==> src/rtl/gts_pkg.sv <==
// package of register map, field positions and constants for the timer set
package gts_pkg;
   localparam logic [11:0] first_ctrl_off   = 12'h000;
   localparam logic [11:0] first_count_off  = 12'h004;
   localparam logic [11:0] first_period_off = 12'h008;
   localparam logic [11:0] second_ctrl_off  = 12'h00c;
   localparam logic [11:0] second_count_off = 12'h010;
   localparam logic [11:0] second_period_off= 12'h014;
   localparam logic [11:0] third_ctrl_off   = 12'h018;
   localparam logic [11:0] third_count_off  = 12'h01c;
   localparam logic [11:0] third_period_off = 12'h020;
   localparam logic [11:0] status_off       = 12'h024;
   localparam logic [11:0] mode_off         = 12'h028;
   localparam int run_pos      = 15;
   localparam int idle_pos     = 13;
   localparam int gate_pos     = 6;
   localparam int pre_hi_pos   = 5;
   localparam int pre_lo_pos   = 4;
   localparam int wide_pos     = 3;
   localparam int sync_pos     = 2;
   localparam int src_pos      = 1;
   // writable bits per control register, others read as zero
   localparam logic [15:0] first_ctrl_mask  = 16'ha076;
   localparam logic [15:0] second_ctrl_mask = 16'ha07a;
   localparam logic [15:0] third_ctrl_mask  = 16'ha072;
   localparam logic [15:0] ctrl_reset       = 16'h0000;
   localparam logic [15:0] period_reset     = 16'hffff;
   localparam logic [7:0]  pre_div8         = 8'h07;
   localparam logic [7:0]  pre_div64        = 8'h3f;
   localparam logic [7:0]  pre_div256       = 8'hff;
endpackage : gts_pkg

==> src/rtl/gts_tick_if.sv <==
// interface carrying control and count events into one timer channel
`timescale 1ns/1ps
`default_nettype none
interface gts_tick_if;
   logic [15:0] ctrl;
   logic        ext_pin;
   logic        gate_pin;
   logic        halted;
   logic        tick;
   logic        gate_fall;
   modport ctl (output ctrl, output ext_pin, output gate_pin, output halted,
                input tick, input gate_fall);
   modport tk  (input ctrl, input ext_pin, input gate_pin, input halted,
                output tick, output gate_fall);
endinterface : gts_tick_if
`default_nettype wire

==> src/rtl/gts_timer_set.sv <==
// three-timer set with apb registers, 32-bit pairing and capture time base
//
// Implementation choices: register access over APB and the register offsets.
`timescale 1ns/1ps
`default_nettype none
module gts_timer_set (
   // apb
   input  wire logic        pclk,
   input  wire logic        presetn,
   input  wire logic        psel,
   input  wire logic        penable,
   input  wire logic        pwrite,
   input  wire logic [11:0] paddr,
   input  wire logic [31:0] pwdata,
   input  wire logic [3:0]  pstrb,
   output logic      [31:0] prdata,
   output logic             pready,
   output logic             pslverr,
   // device power state
   input  wire logic        idle_mode,
   // pins
   input  wire logic        first_ext_clock_pin,
   input  wire logic        second_ext_clock_pin,
   input  wire logic        third_ext_clock_pin,
   // event flags and triggers
   output logic             first_irq_flag,
   output logic             second_irq_flag,
   output logic             third_irq_flag,
   output logic             adc_trigger,
   // capture and compare time base
   output logic      [15:0] second_time_base,
   output logic      [15:0] third_time_base
);
   typedef struct packed {
      logic [15:0] c1;
      logic [15:0] c2;
      logic [15:0] c3;
      logic [15:0] cnt1;
      logic [15:0] cnt2;
      logic [15:0] cnt3;
      logic [15:0] per1;
      logic [15:0] per2;
      logic [15:0] per3;
      logic        f1;
      logic        f2;
      logic        f3;
      logic        adc;
      logic [31:0] rdata;
      logic        ready;
      logic        err;
      logic [15:0] tb2;
      logic [15:0] tb3;
   } gts_top_s;
   gts_top_s s_q, s_d;
   gts_tick_if t1 ();
   gts_tick_if t2 ();
   gts_tick_if t3 ();
   logic        wide;
   logic        acc;
   logic        wr;
   logic [15:0] wd;
   logic [31:0] wcnt;
   logic [31:0] wper;
   logic [31:0] wnext;
   logic        wmatch;
   logic        m1;
   logic        m2;
   logic        m3;
   logic        set1;
   logic        set2;
   logic        set3;
   // gate inputs share the external clock pins
   assign wide         = s_q.c2[gts_pkg::wide_pos];
   assign t1.ctrl      = s_q.c1;
   assign t1.ext_pin   = first_ext_clock_pin;
   assign t1.gate_pin  = first_ext_clock_pin;
   assign t1.halted    = idle_mode && s_q.c1[gts_pkg::idle_pos];
   assign t2.ctrl      = s_q.c2;
   assign t2.ext_pin   = second_ext_clock_pin;
   assign t2.gate_pin  = second_ext_clock_pin;
   assign t2.halted    = idle_mode && s_q.c2[gts_pkg::idle_pos];
   // wide mode: third timer's own control bits take no part
   assign t3.ctrl      = wide ? gts_pkg::ctrl_reset : s_q.c3;
   assign t3.ext_pin   = third_ext_clock_pin;
   assign t3.gate_pin  = third_ext_clock_pin;
   assign t3.halted    = idle_mode && s_q.c3[gts_pkg::idle_pos];
   gts_ticker #(.allow_async(1'b1)) u_tk1 (
      .pclk    (pclk),
      .presetn (presetn),
      .tif     (t1.tk)
   );
   gts_ticker #(.allow_async(1'b0)) u_tk2 (
      .pclk    (pclk),
      .presetn (presetn),
      .tif     (t2.tk)
   );
   gts_ticker #(.allow_async(1'b0)) u_tk3 (
      .pclk    (pclk),
      .presetn (presetn),
      .tif     (t3.tk)
   );
   always_comb begin
      acc    = psel && penable;
      wr     = acc && pwrite;
      wd     = pwdata[15:0];
      wcnt   = {s_q.cnt3, s_q.cnt2};
      wper   = {s_q.per3, s_q.per2};
      wnext  = wcnt + 32'h0000_0001;
      wmatch = wcnt == wper;
      m1     = s_q.cnt1 == s_q.per1;
      m2     = s_q.cnt2 == s_q.per2;
      m3     = s_q.cnt3 == s_q.per3;
      // flag set events of this cycle, so a clear never masks them
      set1   = t1.gate_fall || (t1.tick && m1);
      set2   = !wide && (t2.gate_fall || (t2.tick && m2));
      set3   = wide ? (t2.gate_fall || (t2.tick && wmatch))
                    : (t3.gate_fall || (t3.tick && m3));
      s_d    = s_q;
      s_d.ready = acc && !s_q.ready;
      s_d.err   = 1'b0;
      s_d.adc   = 1'b0;
      // first timer
      if (t1.tick) begin
         s_d.cnt1 = m1 ? 16'h0000 : s_q.cnt1 + 16'h0001;
         if (m1) begin
            s_d.f1 = 1'b1;
         end
      end
      if (t1.gate_fall) begin
         s_d.f1 = 1'b1;
      end
      // second and third timers, joined or apart
      if (wide) begin
         if (t2.tick) begin
            s_d.cnt2 = wmatch ? 16'h0000 : wnext[15:0];
            s_d.cnt3 = wmatch ? 16'h0000 : wnext[31:16];
            if (wmatch) begin
               s_d.f3  = 1'b1;
               s_d.adc = 1'b1;
            end
         end
         if (t2.gate_fall) begin
            s_d.f3 = 1'b1;
         end
      end else begin
         if (t2.tick) begin
            s_d.cnt2 = m2 ? 16'h0000 : s_q.cnt2 + 16'h0001;
            if (m2) begin
               s_d.f2 = 1'b1;
            end
         end
         if (t2.gate_fall) begin
            s_d.f2 = 1'b1;
         end
         if (t3.tick) begin
            s_d.cnt3 = m3 ? 16'h0000 : s_q.cnt3 + 16'h0001;
            if (m3) begin
               s_d.f3 = 1'b1;
            end
         end
         if (t3.gate_fall) begin
            s_d.f3 = 1'b1;
         end
      end
      // register writes; a flag set in the same cycle wins over its clear
      if (wr && !s_q.ready && pstrb[1:0] == 2'b11) begin
         unique case (paddr)
            gts_pkg::first_ctrl_off: begin
               s_d.c1 = wd & gts_pkg::first_ctrl_mask;
            end
            gts_pkg::second_ctrl_off: begin
               s_d.c2 = wd & gts_pkg::second_ctrl_mask;
            end
            gts_pkg::third_ctrl_off: begin
               s_d.c3 = wd & gts_pkg::third_ctrl_mask;
            end
            gts_pkg::first_count_off: begin
               s_d.cnt1 = wd;
            end
            gts_pkg::second_count_off: begin
               s_d.cnt2 = wd;
            end
            gts_pkg::third_count_off: begin
               s_d.cnt3 = wd;
            end
            gts_pkg::first_period_off: begin
               s_d.per1 = wd;
            end
            gts_pkg::second_period_off: begin
               s_d.per2 = wd;
            end
            gts_pkg::third_period_off: begin
               s_d.per3 = wd;
            end
            gts_pkg::status_off: begin
               if (wd[0] && !set1) begin
                  s_d.f1 = 1'b0;
               end
               if (wd[1] && !set2) begin
                  s_d.f2 = 1'b0;
               end
               if (wd[2] && !set3) begin
                  s_d.f3 = 1'b0;
               end
            end
            default: begin
               s_d.err = 1'b1;
            end
         endcase
      end else if (wr && !s_q.ready) begin
         s_d.err = !(paddr <= gts_pkg::mode_off && paddr[1:0] == 2'b00);
      end
      // reads
      if (acc && !pwrite && !s_q.ready) begin
         s_d.rdata = 32'h0000_0000;
         unique case (paddr)
            gts_pkg::first_ctrl_off:    s_d.rdata[15:0] = s_q.c1;
            gts_pkg::second_ctrl_off:   s_d.rdata[15:0] = s_q.c2;
            gts_pkg::third_ctrl_off:    s_d.rdata[15:0] = s_q.c3;
            gts_pkg::first_count_off:   s_d.rdata[15:0] = s_q.cnt1;
            gts_pkg::second_count_off:  s_d.rdata[15:0] = s_q.cnt2;
            gts_pkg::third_count_off:   s_d.rdata[15:0] = s_q.cnt3;
            gts_pkg::first_period_off:  s_d.rdata[15:0] = s_q.per1;
            gts_pkg::second_period_off: s_d.rdata[15:0] = s_q.per2;
            gts_pkg::third_period_off:  s_d.rdata[15:0] = s_q.per3;
            gts_pkg::status_off: begin
               s_d.rdata[2:0] = {s_q.f3, s_q.f2, s_q.f1};
            end
            gts_pkg::mode_off:          s_d.rdata[0] = wide;
            default:                    s_d.err = 1'b1;
         endcase
      end
      s_d.tb2 = s_d.cnt2;
      s_d.tb3 = s_d.cnt3;
   end
   always_ff @(posedge pclk or negedge presetn) begin
      if (!presetn) begin
         s_q       <= '0;
         s_q.per1  <= gts_pkg::period_reset;
         s_q.per2  <= gts_pkg::period_reset;
         s_q.per3  <= gts_pkg::period_reset;
      end else begin
         s_q <= s_d;
      end
   end
   assign prdata           = s_q.rdata;
   assign pready           = s_q.ready;
   assign pslverr          = s_q.err;
   assign first_irq_flag   = s_q.f1;
   assign second_irq_flag  = s_q.f2;
   assign third_irq_flag   = s_q.f3;
   assign adc_trigger      = s_q.adc;
   assign second_time_base = s_q.tb2;
   assign third_time_base  = s_q.tb3;
endmodule : gts_timer_set
`default_nettype wire

==> src/rtl/gts_ticker.sv <==
// per-timer clock selection, edge detect, gating and prescaler
`timescale 1ns/1ps
`default_nettype none
module gts_ticker #(
   parameter bit allow_async = 1'b0
) (
   // clock and reset
   input  wire logic pclk,
   input  wire logic presetn,
   // control and events
   gts_tick_if.tk    tif
);
   typedef struct packed {
      logic       sync1;
      logic       sync2;
      logic       ext_last;
      logic       gate_last;
      logic [7:0] pre_cnt;
      logic       tick;
      logic       gate_fall;
   } gts_tk_s;
   gts_tk_s s_q, s_d;
   logic       ext_src;
   logic       use_sync;
   logic       gated;
   logic       ext_now;
   logic       raw_in;
   logic [7:0] div_max;
   always_comb begin
      ext_src  = tif.ctrl[gts_pkg::src_pos];
      // unsynchronised counting only on the first timer
      use_sync = !allow_async || tif.ctrl[gts_pkg::sync_pos];
      gated    = !ext_src && tif.ctrl[gts_pkg::gate_pos];
      ext_now  = use_sync ? s_q.sync2 : tif.ext_pin;
      unique case (tif.ctrl[gts_pkg::pre_hi_pos:gts_pkg::pre_lo_pos])
         2'b00: div_max = 8'h00;
         2'b01: div_max = gts_pkg::pre_div8;
         2'b10: div_max = gts_pkg::pre_div64;
         2'b11: div_max = gts_pkg::pre_div256;
      endcase
      if (ext_src) begin
         raw_in = ext_now && !s_q.ext_last;
      end else begin
         raw_in = !gated || tif.gate_pin;
      end
      s_d           = s_q;
      s_d.sync1     = tif.ext_pin;
      s_d.sync2     = s_q.sync1;
      s_d.ext_last  = ext_now;
      s_d.gate_last = tif.gate_pin;
      s_d.tick      = 1'b0;
      s_d.gate_fall = gated && s_q.gate_last && !tif.gate_pin
                      && tif.ctrl[gts_pkg::run_pos];
      if (!tif.ctrl[gts_pkg::run_pos] || tif.halted) begin
         s_d.pre_cnt = 8'h00;
      end else if (raw_in) begin
         if (s_q.pre_cnt >= div_max) begin
            s_d.pre_cnt = 8'h00;
            s_d.tick    = 1'b1;
         end else begin
            s_d.pre_cnt = s_q.pre_cnt + 8'h01;
         end
      end
   end
   always_ff @(posedge pclk or negedge presetn) begin
      if (!presetn) begin
         s_q <= '0;
      end else begin
         s_q <= s_d;
      end
   end
   assign tif.tick      = s_q.tick;
   assign tif.gate_fall = s_q.gate_fall;
endmodule : gts_ticker
`default_nettype wire

==> config.mk <==
export PLATFORM = sky130hd
export DESIGN_NAME = gts_timer_set
export DESIGN_NICKNAME = d
export VERILOG_FILES = /design/src/rtl/gts_pkg.sv /design/src/rtl/gts_tick_if.sv /design/src/rtl/gts_timer_set.sv /design/src/rtl/gts_ticker.sv
export SDC_FILE = /design/constraint.sdc
export NUM_CORES = 1
export LEC_CHECK = 0
export BUFFER_PORTS_ARGS = -buffer_cell sky130_fd_sc_hd__buf_4
export CAP_MARGIN = 20
export CELL_PAD_IN_SITES_DETAIL_PLACEMENT = 1
export CELL_PAD_IN_SITES_GLOBAL_PLACEMENT = 2
export CORE_MARGIN = 3
export CORE_UTILIZATION = 30
export DETAILED_ROUTE_END_ITERATION = 8
export GPL_TIMING_DRIVEN = 0
export PLACE_DENSITY = 0.73
export SLEW_MARGIN = 0
export SYNTH_ARGS = -nofsm -noshare
export SYNTH_HDL_FRONTEND = slang
export SYNTH_SLANG_ARGS = --single-unit
export TNS_END_PERCENT = 1
==> constraint.sdc <==
create_clock -name pclk -period 5.3 [get_ports pclk]
set_clock_uncertainty 0.2 [all_clocks]
set_input_delay 1.59 -clock pclk [delete_from_list [all_inputs] [get_ports pclk]]
set_output_delay 1.59 -clock pclk [all_outputs]
set_load 0.01 [all_outputs]
== Yosys cells after proc, flatten, opt, wreduce, memory -nomap -nowiden ==
Cells that the tools add are included.

* Add/sub/neg operators: 7
* Order comparisons: 4
* Eq/ne operators: 24
* Mux-type cells: 68
* Reductions and logical operators: 82

{| class="wikitable"
|+ Operators by type and width
! kind !! number
|-
| 16-bit 2-to-1 mux || 15
|-
| 13-bit one-hot mux with 9 select lines || 1
|-
| 99-bit 2-to-1 mux || 1
|-
| 8-bit one-hot mux with 4 select lines || 3
|-
| 32-bit 2-to-1 mux || 2
|-
| 16-bit by 1-bit adder with 16-bit output, second input constant || 3
|-
| 12-bit by 5-bit equality test with 1-bit output, second input constant || 4
|-
| 16-bit equality test || 3
|-
| 8-bit 2-to-1 mux || 6
|-
| 12-bit by 6-bit equality test with 1-bit output, second input constant || 3
|-
| 1-bit logical AND || 34
|-
| 32-bit by 1-bit adder with 32-bit output, second input constant || 1
|-
| 32-bit equality test || 1
|-
| 1-bit 2-to-1 mux || 32
|-
| 9-bit 2-to-1 mux || 3
|-
| 8-bit by 1-bit adder with 8-bit output, second input constant || 3
|-
| 12-bit by 4-bit equality test with 1-bit output, second input constant || 2
|-
| 8-bit greater-or-equal comparator || 3
|-
| 1-bit logical NOT || 22
|-
| 2-bit one-hot mux with 10 select lines || 1
|-
| 2-bit equality test, second input constant || 7
|-
| 12-bit by 3-bit equality test with 1-bit output, second input constant || 1
|-
| 12-bit by 6-bit less-or-equal comparator with 1-bit output, second input constant || 1
|-
| 12-bit logical NOT || 1
|-
| 10 further kinds || 32
|}

* Flip-flop bits (word level): 177
* Bits of input ports: 57
* Logic and storage cells: 219

== Depth between registers and ports, before layout ==
Gate-level depths: netlist of run 1.

* Depth in word-level cells: 9
* Gate-level depth with buffers: 10
* Mapped depth without buffers: 9

== Hierarchy ==
A second synthesis of run 1 with hierarchy kept.

* Cell total of the unflattened synthesis: 1143
* Area total of the unflattened synthesis: 11308.3 sq um

{| class="wikitable"
|+ By module, submodules not included
! module !! instances !! cells an instance !! area an instance (sq um)
|-
| gts_timer_set || 1 || 894 || 8866.0
|-
| gts_ticker (u_tk3) || 1 || 90 || 823.3
|-
| gts_ticker (u_tk2) || 1 || 90 || 810.8
|-
| gts_ticker (u_tk1) || 1 || 69 || 808.3
|}

== Worst setup path after synthesis of run 1 ==
No wires, ideal clock.

* Kind: input to register
* Start: input port paddr[7]
* End: register s_q (netlist bit t2.ctrl[6])
* Arrival: 3165 ps
* Data required time: 4975 ps
* Setup slack: 1811 ps
* Stages: 6
* Cell sequence: nor4_4 -> nand3_2 -> nor4_4 -> and2_1 -> buf_2 -> mux2_2

* Longest elaborated chain between the ends: 2

{| class="wikitable"
|+ RTL lines
! element !! line !! source
|-
| start: declaration || gts_timer_set.sv:13 || <nowiki>input wire logic [11:0] paddr,</nowiki>
|-
| 12-bit by 4-bit equality test with 1-bit output || gts_timer_set.sv:167 || <nowiki>unique case (paddr)</nowiki>
|-
| 2-bit AND reduction (no source line) || -- ||
|-
| end: declaration || gts_timer_set.sv:54 || <nowiki>gts_top_s s_q, s_d;</nowiki>
|}

No other way between the ends.
A chain may end at the register's enable or synchronous reset.

==> results of run 1 <==
[through the flow]
step | area (um^2) | worst slack [ns] | power (mW) | instances | util
2_1_floorplan | 10990 | 1.811 | 1.536 | 1095 | -
3_3_place_gp | 12210 | 0.9393 | 1.673 | 1641 | 0.3416
3_5_place_dp | 12250 | 0.9235 | 1.680 | 1644 | 0.3428
4_1_cts | 12840 | 1.394 | 2.995 | 1676 | 0.3591
5_1_grt | 12840 | 1.235 | 3.063 | 1676 | 0.3591
6_report | 12840 | 1.437 | 2.952 | 1676 | 0.3591
[synthesized netlist by cell type, types with 4 or more instances]
| master | number |
|---|---|
| a31oi_1 | 7 |
| nand2b_1 | 7 |
| nand3b_1 | 4 |
| a221oi_1 | 13 |
| mux2_2 | 67 |
| inv_1 | 21 |
| nor4_1 | 13 |
| nor3_1 | 12 |
| buf_2 | 17 |
| a211oi_1 | 5 |
| nor2_1 | 52 |
| a22o_1 | 21 |
| dfrtp_1 | 129 |
| o22ai_1 | 4 |
| or2_2 | 4 |
| nand3_1 | 42 |
| clkbuf_1 | 36 |
| ha_1 | 24 |
| and4_1 | 4 |
| nand4_1 | 26 |
| o31ai_1 | 30 |
| mux4_2 | 6 |
| xnor2_1 | 73 |
| o21a_1 | 4 |
| o2bb2ai_1 | 8 |
| nor4b_1 | 4 |
| a22oi_1 | 31 |
| nand2_1 | 84 |
| buf_4 | 68 |
| o21ai_0 | 31 |
| a21oi_1 | 40 |
| a32oi_1 | 4 |
| mux2_4 | 10 |
| dfstp_2 | 48 |
| xor2_1 | 34 |
| mux2i_1 | 7 |
| and3_1 | 12 |
| nor2b_1 | 5 |
| and2_1 | 11 |
| a21o_1 | 10 |
[final cells by class]
type | count | area (um^2) | share of cell area
Tap cell | 461 | 576.8 | 0.04494
Sequential cell | 177 | 4489 | 0.3497
Inverter | 21 | 78.83 | 0.006141
Clock inverter | 14 | 143.9 | 0.01121
Buffer | 125 | 760.7 | 0.05926
Clock buffer | 18 | 439.2 | 0.03421
Multi-Input combinational cell | 772 | 5664 | 0.4413
Timing Repair Buffer | 88 | 683.2 | 0.05322
[power groups by stage]
stage	clock network (mW)	registers (mW)	logic, mW
final	1.30	1.39	0.256
after global routing	1.39	1.40	0.280
after CTS	1.34	1.39	0.263
after detailed placement	0	1.42	0.263
after global placement	0	1.42	0.256
after floorplan	0	1.41	0.122
[state kept, by name, indices dropped and copies added (netlist names), 9 cells and up]
signal,count
u_tk1.s_q,10
second_time_base,16
u_tk3.s_q,9
s_q,70
prdata,16
u_tk2.s_q,9
third_time_base,16
[metal layers]
| layer | global-route usage | wire length [um] | vias to the layer above |
|---|---|---|---|
| met5 | 0 | 7 | - |
| met4 | 0.03854 | 468 | 2 |
| met3 | 0.03060 | 1459 | 34 |
| met2 | 0.3171 | 17810 | 164 |
| met1 | 0.2715 | 17400 | 4581 |
| li1 | - | - | 4107 |
[critical path, cell delays in order]
cell,delay (ns)
buf_4,0.13
nor4_4,0.39
nand2_2,0.25
nor4_1,0.65
a211oi_1,0.28
clkbuf_1,0.34
a22oi_1,0.23
o31ai_1,0.10
[how the worst max path moves through the flow]
stage                                               end  cells past startpoint      from  slack [ns]
after floorplan                  t2.ctrl[6]$_DFFE_PN0P_                      6  paddr[7]        1.81
after global placement    third_time_base[11]$_DFF_PN0_                      7  paddr[7]        0.94
after detailed placement   third_time_base[3]$_DFF_PN0_                      8  paddr[7]        0.92
after CTS                  third_time_base[3]$_DFF_PN0_                      8  paddr[7]        1.39
after global routing      third_time_base[11]$_DFF_PN0_                      8  paddr[7]        1.24
final                      third_time_base[8]$_DFF_PN0_                      8  paddr[7]        1.44
[cells by family after synthesis]
family	synth area share
fa+ha+maj	0.02746
other cells	0.0003429
xor+xnor	0.08569
compound gates	0.1484
flops	0.4105
buf+inv	0.07677
mux	0.1015
simple gates	0.1494
[layout by cell type, fill, tap and decap left out, drive strengths merged, types with 5 or more instances in the layout]
cell type / Yosys / layout
ha: 24 / 24
a211oi: 5 / 5
buf: 89 / 177
nand3: 43 / 43
o2bb2ai: 8 / 8
nor2b: 5 / 5
dfstp: 48 / 48
inv: 21 / 30
conb: 1 / 16
nand4: 26 / 26
nand2: 86 / 86
a21o: 10 / 10
o31ai: 30 / 30
or2: 5 / 5
and3: 12 / 12
a22o: 21 / 21
a31oi: 7 / 7
mux2: 77 / 77
xor2: 34 / 34
mux2i: 7 / 7
a21oi: 40 / 40
nor4b: 5 / 5
clkbuf: 36 / 54
nor4: 15 / 15
nor3: 15 / 15
nor2: 53 / 53
mux4: 6 / 6
o21ai: 32 / 32
dfrtp: 129 / 129
nand2b: 7 / 7
xnor2: 73 / 73
nand3b: 5 / 5
a221oi: 13 / 13
a22oi: 31 / 31
and2: 12 / 12
==> results.cfg, run 1 <==
[worst_hold_path]
worstHoldEndpoint = u_tk2.s_q[11]$_DFF_PN0_
hold_class = flip-flop to flip-flop
min_delay_path_depth = 0
min-delay-start = u_tk2.ext_now$_DFF_PN0_

[clock_network]
clk_path_buf_depth = 2
cts-root-buf = clkbuf_16
cts_tree = yes
post-cts-setup-buffers = 0
hold_buffers = 0
cts_sinks = 177
cts_buffers = 17
ctsResizeCount = 0
clock_latency_ns = 0.45
clkSlewWorstSetupHoldPaths_ns = 0.08
htreeDepth = 4

[critical_path]
rr_endpoint = second_time_base[7]$_DFF_PN0_
cp_max_fo = 10
regToRegSetupSlack_ns = 1.83
crit_type = input port to flip-flop
crit_required_ns = 5.41
reg2reg_depth = 9
crit_arrival_ns = 3.97
startpoint_type = input port
reg2reg_from = third_time_base[12]$_DFF_PN0_
cp-end-kind = flip-flop

[yosys]
yosys.area.top_type = dfrtp_1
synth_top_area_share = 0.2952
synth_area_leaders = dfrtp_1, dfstp_2, mux2_2, xnor2_1, buf_4
synthCells = 1080
synth_seq_cells = 177
yosysSeqAreaShare = 0.4105
netlist_area_mm2 = 0.01094
synth.distinct_cells = 78
postSynth.asyncResetShare = 1.000
yosys_warnings = 0
syn_avg_cell_area_um2 = 10.13
yosys_most_used_dff = dfrtp_1
synth_edf_count = 0

[power]
netSwitchingPower_mw = 0.7832
cell_internal_pwr_mw = 2.169
pwr-share-clk = 0.442
seqPwrFrac = 0.472
power_frac_comb = 0.087
swShare = 0.2653
p_leak_nw = 5.345
peakVddDrop_mv = 0.2320
powerDensity_mw_per_mm2 = 230.0

[layout]
num_antenna_cells = 0
area_growth_pct = 17.37
drive_above_1_share = 0.2922
nNetsFinal = 1283
fillers = 4086

[global_routing]
grt-ovfl-total = 0
grt_pass1_wl_um = 57500
grt_pass1_vias = 9237
grt_max_degree = 114
track_usage = 0.1930
grt_antenna_before_repair = 1

[sta]
hold_slack_ns = 0.1779
min_period_ns = 3.863
slew_viol_final = 0
tightest_slew_ns = 1.040
finalSetupViolations = 0
rsz0062_at_grt = false
max_clock_freq_mhz = 258.8
max_slew_margin = 0.3014
fin_crit_sh = 0.7289
tns_ns = 0
hold_violations = 0

[route]
drt_iter0_drc = 620
via_per_inst = 5.303
drcViolationCount = 0
ant_nets = 0
first_pass_iters = 4
wl_per_cell_um = 22.17
postRouteWirelength_um = 37150
num_vias = 8888

[floorplanning]
fp.dieArea_mm2 = 0.03878
boundaryPins = 127
fp.dieW_um = 196.9
fp.dieH_um = 196.9
core_area_mm2 = 0.03574
placementRows = 69
start_util = 0.3060

[place]
dp_hpwl_um = 28120
port_buffers = 85
place_congestion = 0.8762

[flow_run]
maxCapViolations = 0

[status]
status = completed
(Power assumes the default switching activity.)
==> inputs of run 2 (changes only) <==
Settings changed: PLACE_DENSITY 0.73 to 0.75.
Clock period 5.3 ns to 3.3 ns, I/O delays scaled along.
==> run 2 against run 1 <==
  * Cell count is the same
  * Worst hold slack gained 0.0075 ns
  * Cell area increased by 0.14%
  * Count of clock-buffer cells in the layout is the same
  * Total power grew 60%
  * Global-route usage about the same
  * Sequential share of layout area about the same
  * Die area unchanged
  * Combinational power up 60%
  * Non-clock buffer count stayed put
  * Register-to-register slack worse by 1.7 ns
  * Critical path type unchanged
  * Critical endpoint is now third_time_base[3]$_DFF_PN0_
  * Highest routed layer unchanged
==> results.cfg, run 2 (synthesis results as in run 1) <==
[critical_path]
cp_max_fo = 10
path_cells = buf_4, nor4_4, nand2_2, nor4_1, buf_4, a311oi_1, a221oi_1, o21ai_0
crit_required_ns = 3.41
startpoint_type = input port
crit_top_cell = buf_4
cpMaxStageDelayCell = nor4_1
crit_type = input port to flip-flop
reg2reg_depth = 8
cp-end-kind = flip-flop
cp_slowest_stage_delay_ns = 0.67
crit_arrival_ns = 3.32

[global_routing]
grt_antenna_before_repair = 2
grt_max_degree = 108
use_met2 = 0.3145
track_usage = 0.1934
grt-ovfl-total = 0
grt_pass1_wl_um = 57730
busiest_layer = met2
grt_pass1_vias = 9394
met1_usage = 0.2678
use_met3 = 0.03368

[floorplanning]
fp.dieArea_mm2 = 0.03878
placementRows = 69
boundaryPins = 127
fp.dieW_um = 196.9
start_util = 0.3060
core_area_mm2 = 0.03574
fp.dieH_um = 196.9

[route]
first_pass_iters = 5
postRouteWirelength_um = 36970
ant_nets = 0
drcViolationCount = 0
drt_iter0_drc = 586
num_vias = 8916
via_per_inst = 5.320
wl_per_cell_um = 22.06

[power]
powerDensity_mw_per_mm2 = 367.1
swShare = 0.2625
pwr-share-clk = 0.439
netSwitchingPower_mw = 1.239
cell_internal_pwr_mw = 3.480
p_leak_nw = 5.343
peakVddDrop_mv = 0.3527
seqPwrFrac = 0.474
power_frac_comb = 0.087
finalPower_mw = 4.719

[layout]
instances_no_fill = 1676
num_antenna_cells = 0
final_cell_mix = buf_4, dfrtp_1, nand2_1, xnor2_1, mux2_2
final_cell_area_mm2 = 0.01285
final_common_cell = buf_4
post-route-util = 0.3596
drive_above_1_share = 0.2971
nNetsFinal = 1283
regMostFlops = s_q
fillers = 4073
largest_reg_flops = 70
area_growth_pct = 17.53

[sta]
rsz0062_at_grt = true
fin_crit_sh = 0.9726
slew_viol_final = 0
tightest_slew_ns = 1.066
min_period_ns = 3.209
finalSetupViolations = 0
hold_slack_ns = 0.1854
max_clock_freq_mhz = 311.6
max_slew_margin = 0.2841
hold_violations = 0

[worst_hold_path]
min_delay_path_depth = 0
hold_class = flip-flop to flip-flop

[clock_network]
cts-root-buf = clkbuf_16
htreeDepth = 4
clkSlewWorstSetupHoldPaths_ns = 0.07
post-cts-setup-buffers = 0
clk_path_buf_depth = 2
cts_tree = yes
cts_sinks = 177
cts_buffers = 17
clock_latency_ns = 0.44
hold_buffers = 0

[place]
placedInstanceArea_mm2 = 0.01225
dp.cells = 1644
port_buffers = 85
dp_hpwl_um = 27980
place_congestion = 0.8475

[flow_run]
maxCapViolations = 0

[status]
status = completed
-- run 2: final timing paths --
kind | start | to | slack, ns
max | paddr[7] | third_time_base[3]$_DFF_PN0_ | 0.09
min | u_tk2.s_d[12]$_DFF_PN0_ | u_tk2.ext_now$_DFF_PN0_ | 0.19
max reg2reg | third_time_base[12]$_DFF_PN0_ | third_time_base[10]$_DFF_PN0_ | 0.18
min reg2reg | u_tk2.s_d[12]$_DFF_PN0_ | u_tk2.ext_now$_DFF_PN0_ | 0.19
max in group asynchronous | presetn | third_time_base[11]$_DFF_PN0_ | 1.63
min in group asynchronous | presetn | u_tk1.s_q[8]$_DFFE_PN0P_ | 0.30
-- run 2: power groups by stage --
stage	clock, mW	combinational [mW]	sequential, mW
finish	2.07	0.410	2.24
global route	2.23	0.449	2.24
detailed placement	0	0.419	2.28
CTS	2.13	0.421	2.24
global placement	0	0.411	2.28
floorplan	0	0.197	2.27
-- run 2: final cells by class --
type / count / area (um^2) / share of cell area
Buffer: 125 / 763.2 / 0.05938
Clock buffer: 18 / 439.2 / 0.03417
Clock inverter: 14 / 142.6 / 0.01110
Inverter: 21 / 78.83 / 0.006133
Multi-Input combinational cell: 772 / 5680 / 0.4419
Sequential cell: 177 / 4489 / 0.3493
Tap cell: 461 / 576.8 / 0.04487
Timing Repair Buffer: 88 / 683.2 / 0.05315
-- run 2: timing repair --
item,CTS,global route
pin swaps,0,0
gates resized for setup,1,6
setup endpoints to repair,7,27
-- run 2: critical path: cells and delay by family --
kind                   cells  cell delay (ns)
and+or+nand+nor            3             1.31
buffers and inverters      2             0.43
AOI/OAI and AO/OA          3             0.58
-- run 2: stage by stage --
stage                     setup slack [ns]  TNS [ns]
final                              0.09053         0
after global routing              -0.04069  -0.04069
after CTS                          0.03394         0
after detailed placement           -0.4217    -17.48
after global placement             -0.4409    -39.74
after floorplan                     0.4106         0
-- run 2: layer usage --
layer / part of all wire / up-vias
met1: 0.47 / 4590
li1: - / 4102
met5: 0.00054 / -
met2: 0.48 / 177
met4: 0.018 / 4
met3: 0.039 / 43
==> inputs of run 3 (changes only) <==
Settings changed: CORE_MARGIN 3 to unset.
==> run 3 against run 2 <==
  * The flow now finishes with violations (DRC)
  * Global-route usage rose by 1.3 points
  * Clock power barely moved
  * Register-to-register slack got worse by 0.03 ns
  * Cell area did not move
  * Via count rose by 0.62%
  * Critical endpoint is now prdata[1]$_DFFE_PN0P_
==> results.cfg, run 3 (synthesis results as in run 1) <==
[critical_path]
cp_num_buf_inv = 2
crit_arrival_ns = 3.36
cp_slowest_stage_delay_ns = 0.55
path_cells = buf_4, nor2_1, nand3b_1, nor2_1, clkbuf_1, a22oi_1, o2111ai_1, o21a_1
reg2reg_from = third_time_base[12]$_DFF_PN0_
cp-end-kind = flip-flop
regToRegSetupSlack_ns = 0.15
path_delay_family = simple AND/OR/NAND/NOR gates
crit_required_ns = 3.49
crit_type = input port to flip-flop
reg2reg_depth = 8
rr_endpoint = third_time_base[8]$_DFF_PN0_
crit_top_cell = nor2_1
cp_max_fo = 10
startpoint_type = input port
cpMaxStageDelayCell = clkbuf_1

[global_routing]
grt_pass1_vias = 9118
track_usage = 0.2065
grt-ovfl-total = 0
grt_antenna_before_repair = 2
grt_pass1_wl_um = 56950
grt_max_degree = 104

[sta]
slew_viol_final = 0
max_slew_margin = 0.2677
max_clock_freq_mhz = 314.7
rsz0062_at_grt = true
finalSetupViolations = 0
hold_violations = 0
tightest_slew_ns = 1.090
fin_crit_sh = 0.9629
min_period_ns = 3.178
setup_slack_ns = 0.1224

[route]
wl_per_cell_um = 22.18
num_vias = 8971
drt_iter0_drc = 591
first_pass_iters = 7
via_per_inst = 5.349
ant_nets = 0
drcViolationCount = 16
postRouteWirelength_um = 37190

[clock_network]
hold_buffers = 0
clk_path_buf_depth = 2
cts-root-buf = clkbuf_16
clkSlewWorstSetupHoldPaths_ns = 0.07
cts_buffers = 17
clock_latency_ns = 0.45
htreeDepth = 4
post-cts-setup-buffers = 0
cts_tree = yes
cts_sinks = 177

[layout]
multi_input_area_mm2 = 0.005687
nNetsFinal = 1283
area_growth_pct = 17.53
fillers = 4094
largest_reg_flops = 70
final_common_cell = buf_4
regMostFlops = s_q
final_cell_mix = buf_4, dfrtp_1, nand2_1, xnor2_1, mux2_2
instances_no_fill = 1677
final-seq-area_mm2 = 0.004489
drive_above_1_share = 0.2963

[worst_hold_path]
min-delay-start = u_tk3.s_d[12]$_DFF_PN0_
min_delay_path_depth = 0
hold_class = flip-flop to flip-flop
worstHoldEndpoint = u_tk3.ext_now$_DFF_PN0_

[floorplanning]
fp.dieArea_mm2 = 0.03722
start_util = 0.3060
placementRows = 69
fp.dieH_um = 192.9
fp.dieW_um = 192.9
core_area_mm2 = 0.03574
boundaryPins = 127

[status]
violations = DRC
status = finished, violations left

[place]
place_congestion = 0.8715
port_buffers = 85
dp.cells = 1644
dp_slack_ns = -0.4438
dp_hpwl_um = 27920

[flow_run]
maxCapViolations = 0

[power]
peakVddDrop_mv = 0.3590
powerDensity_mw_per_mm2 = 367.1
p_leak_nw = 5.339
run 3: changes by cell type in the layout (fill, tap and decap cells not counted), sizes merged:
cell / before / now
inv: 30 / 28
clkinvlp: 3 / 2
clkbuf: 54 / 53
clkinv: 1 / 5
diode: 0 / 1
run 3: layout make-up:
cell class,instances,share of cell area
clock buffer,17,0.03310
timing repair buffer,88,0.05315
tap,461,0.04487
antenna,1,0.0001947
multi-input combinational,772,0.4424
buffer,125,0.05918
clock inverter,15,0.01168
inverter,21,0.006133
sequential,177,0.3493
run 3: worst max-delay path by stage:
stage,from,end,slack [ns],cells after the start
floorplan,paddr[7],t2.ctrl[6]$_DFFE_PN0P_,0.41,6
global placement,pwrite,third_time_base[12]$_DFF_PN0_,-0.45,9
detailed placement,paddr[7],third_time_base[12]$_DFF_PN0_,-0.44,8
CTS,pwrite,third_time_base[12]$_DFF_PN0_,0.07,9
global route,t2.ctrl[3]$_DFFE_PN0P_,u_tk3.s_q[4]$_DFFE_PN0P_,-0.05,10
finish,paddr[1],prdata[1]$_DFFE_PN0P_,0.12,8
run 3: routing by layer:
metal	share of wire	GRT usage
met1	0.46	0.2776
met4	0.019	0.05108
met2	0.48	0.3390
met3	0.046	0.04109
met5	0.00035	0
run 3: repair_timing:
item                                   in CTS  in global routing
gates resized for setup                     2                  2
endpoints found under the hold margin       0                  0
pin swaps                                   0                  0
setup endpoints to repair                   7                 24
run 3: metrics by stage:
step	hold slack (ns)	cell area (um^2)	utilization	power [mW]	setup TNS [ns]
after floorplan	0.1466	10990	-	2.466	0
after global placement	0.1608	12210	0.3416	2.686	-41.15
after detailed placement	0.1667	12250	0.3428	2.694	-17.66
after CTS	0.1835	12840	0.3593	4.775	0
after global routing	0.1890	12850	0.3596	4.880	-0.1454
final	0.1812	12850	0.3596	4.719	0
run 3: where the power goes:
| group | switching [mW] | total [mW] | internal [mW] |
|---|---|---|---|
| logic | 0.229 | 0.410 | 0.181 |
| registers | 0.0229 | 2.23 | 2.21 |
| clock network | 1.01 | 2.07 | 1.07 |
run 3: worst register-to-register path: stages, from the launching register on:
cell	delay, ns
dfrtp_1	0.35
clkbuf_1	0.44
xnor2_1	0.23
nand4_1	0.14
nor4_2	0.52
buf_2	0.33
nand3_1	0.26
nand2_1	0.38
o31ai_1	0.15
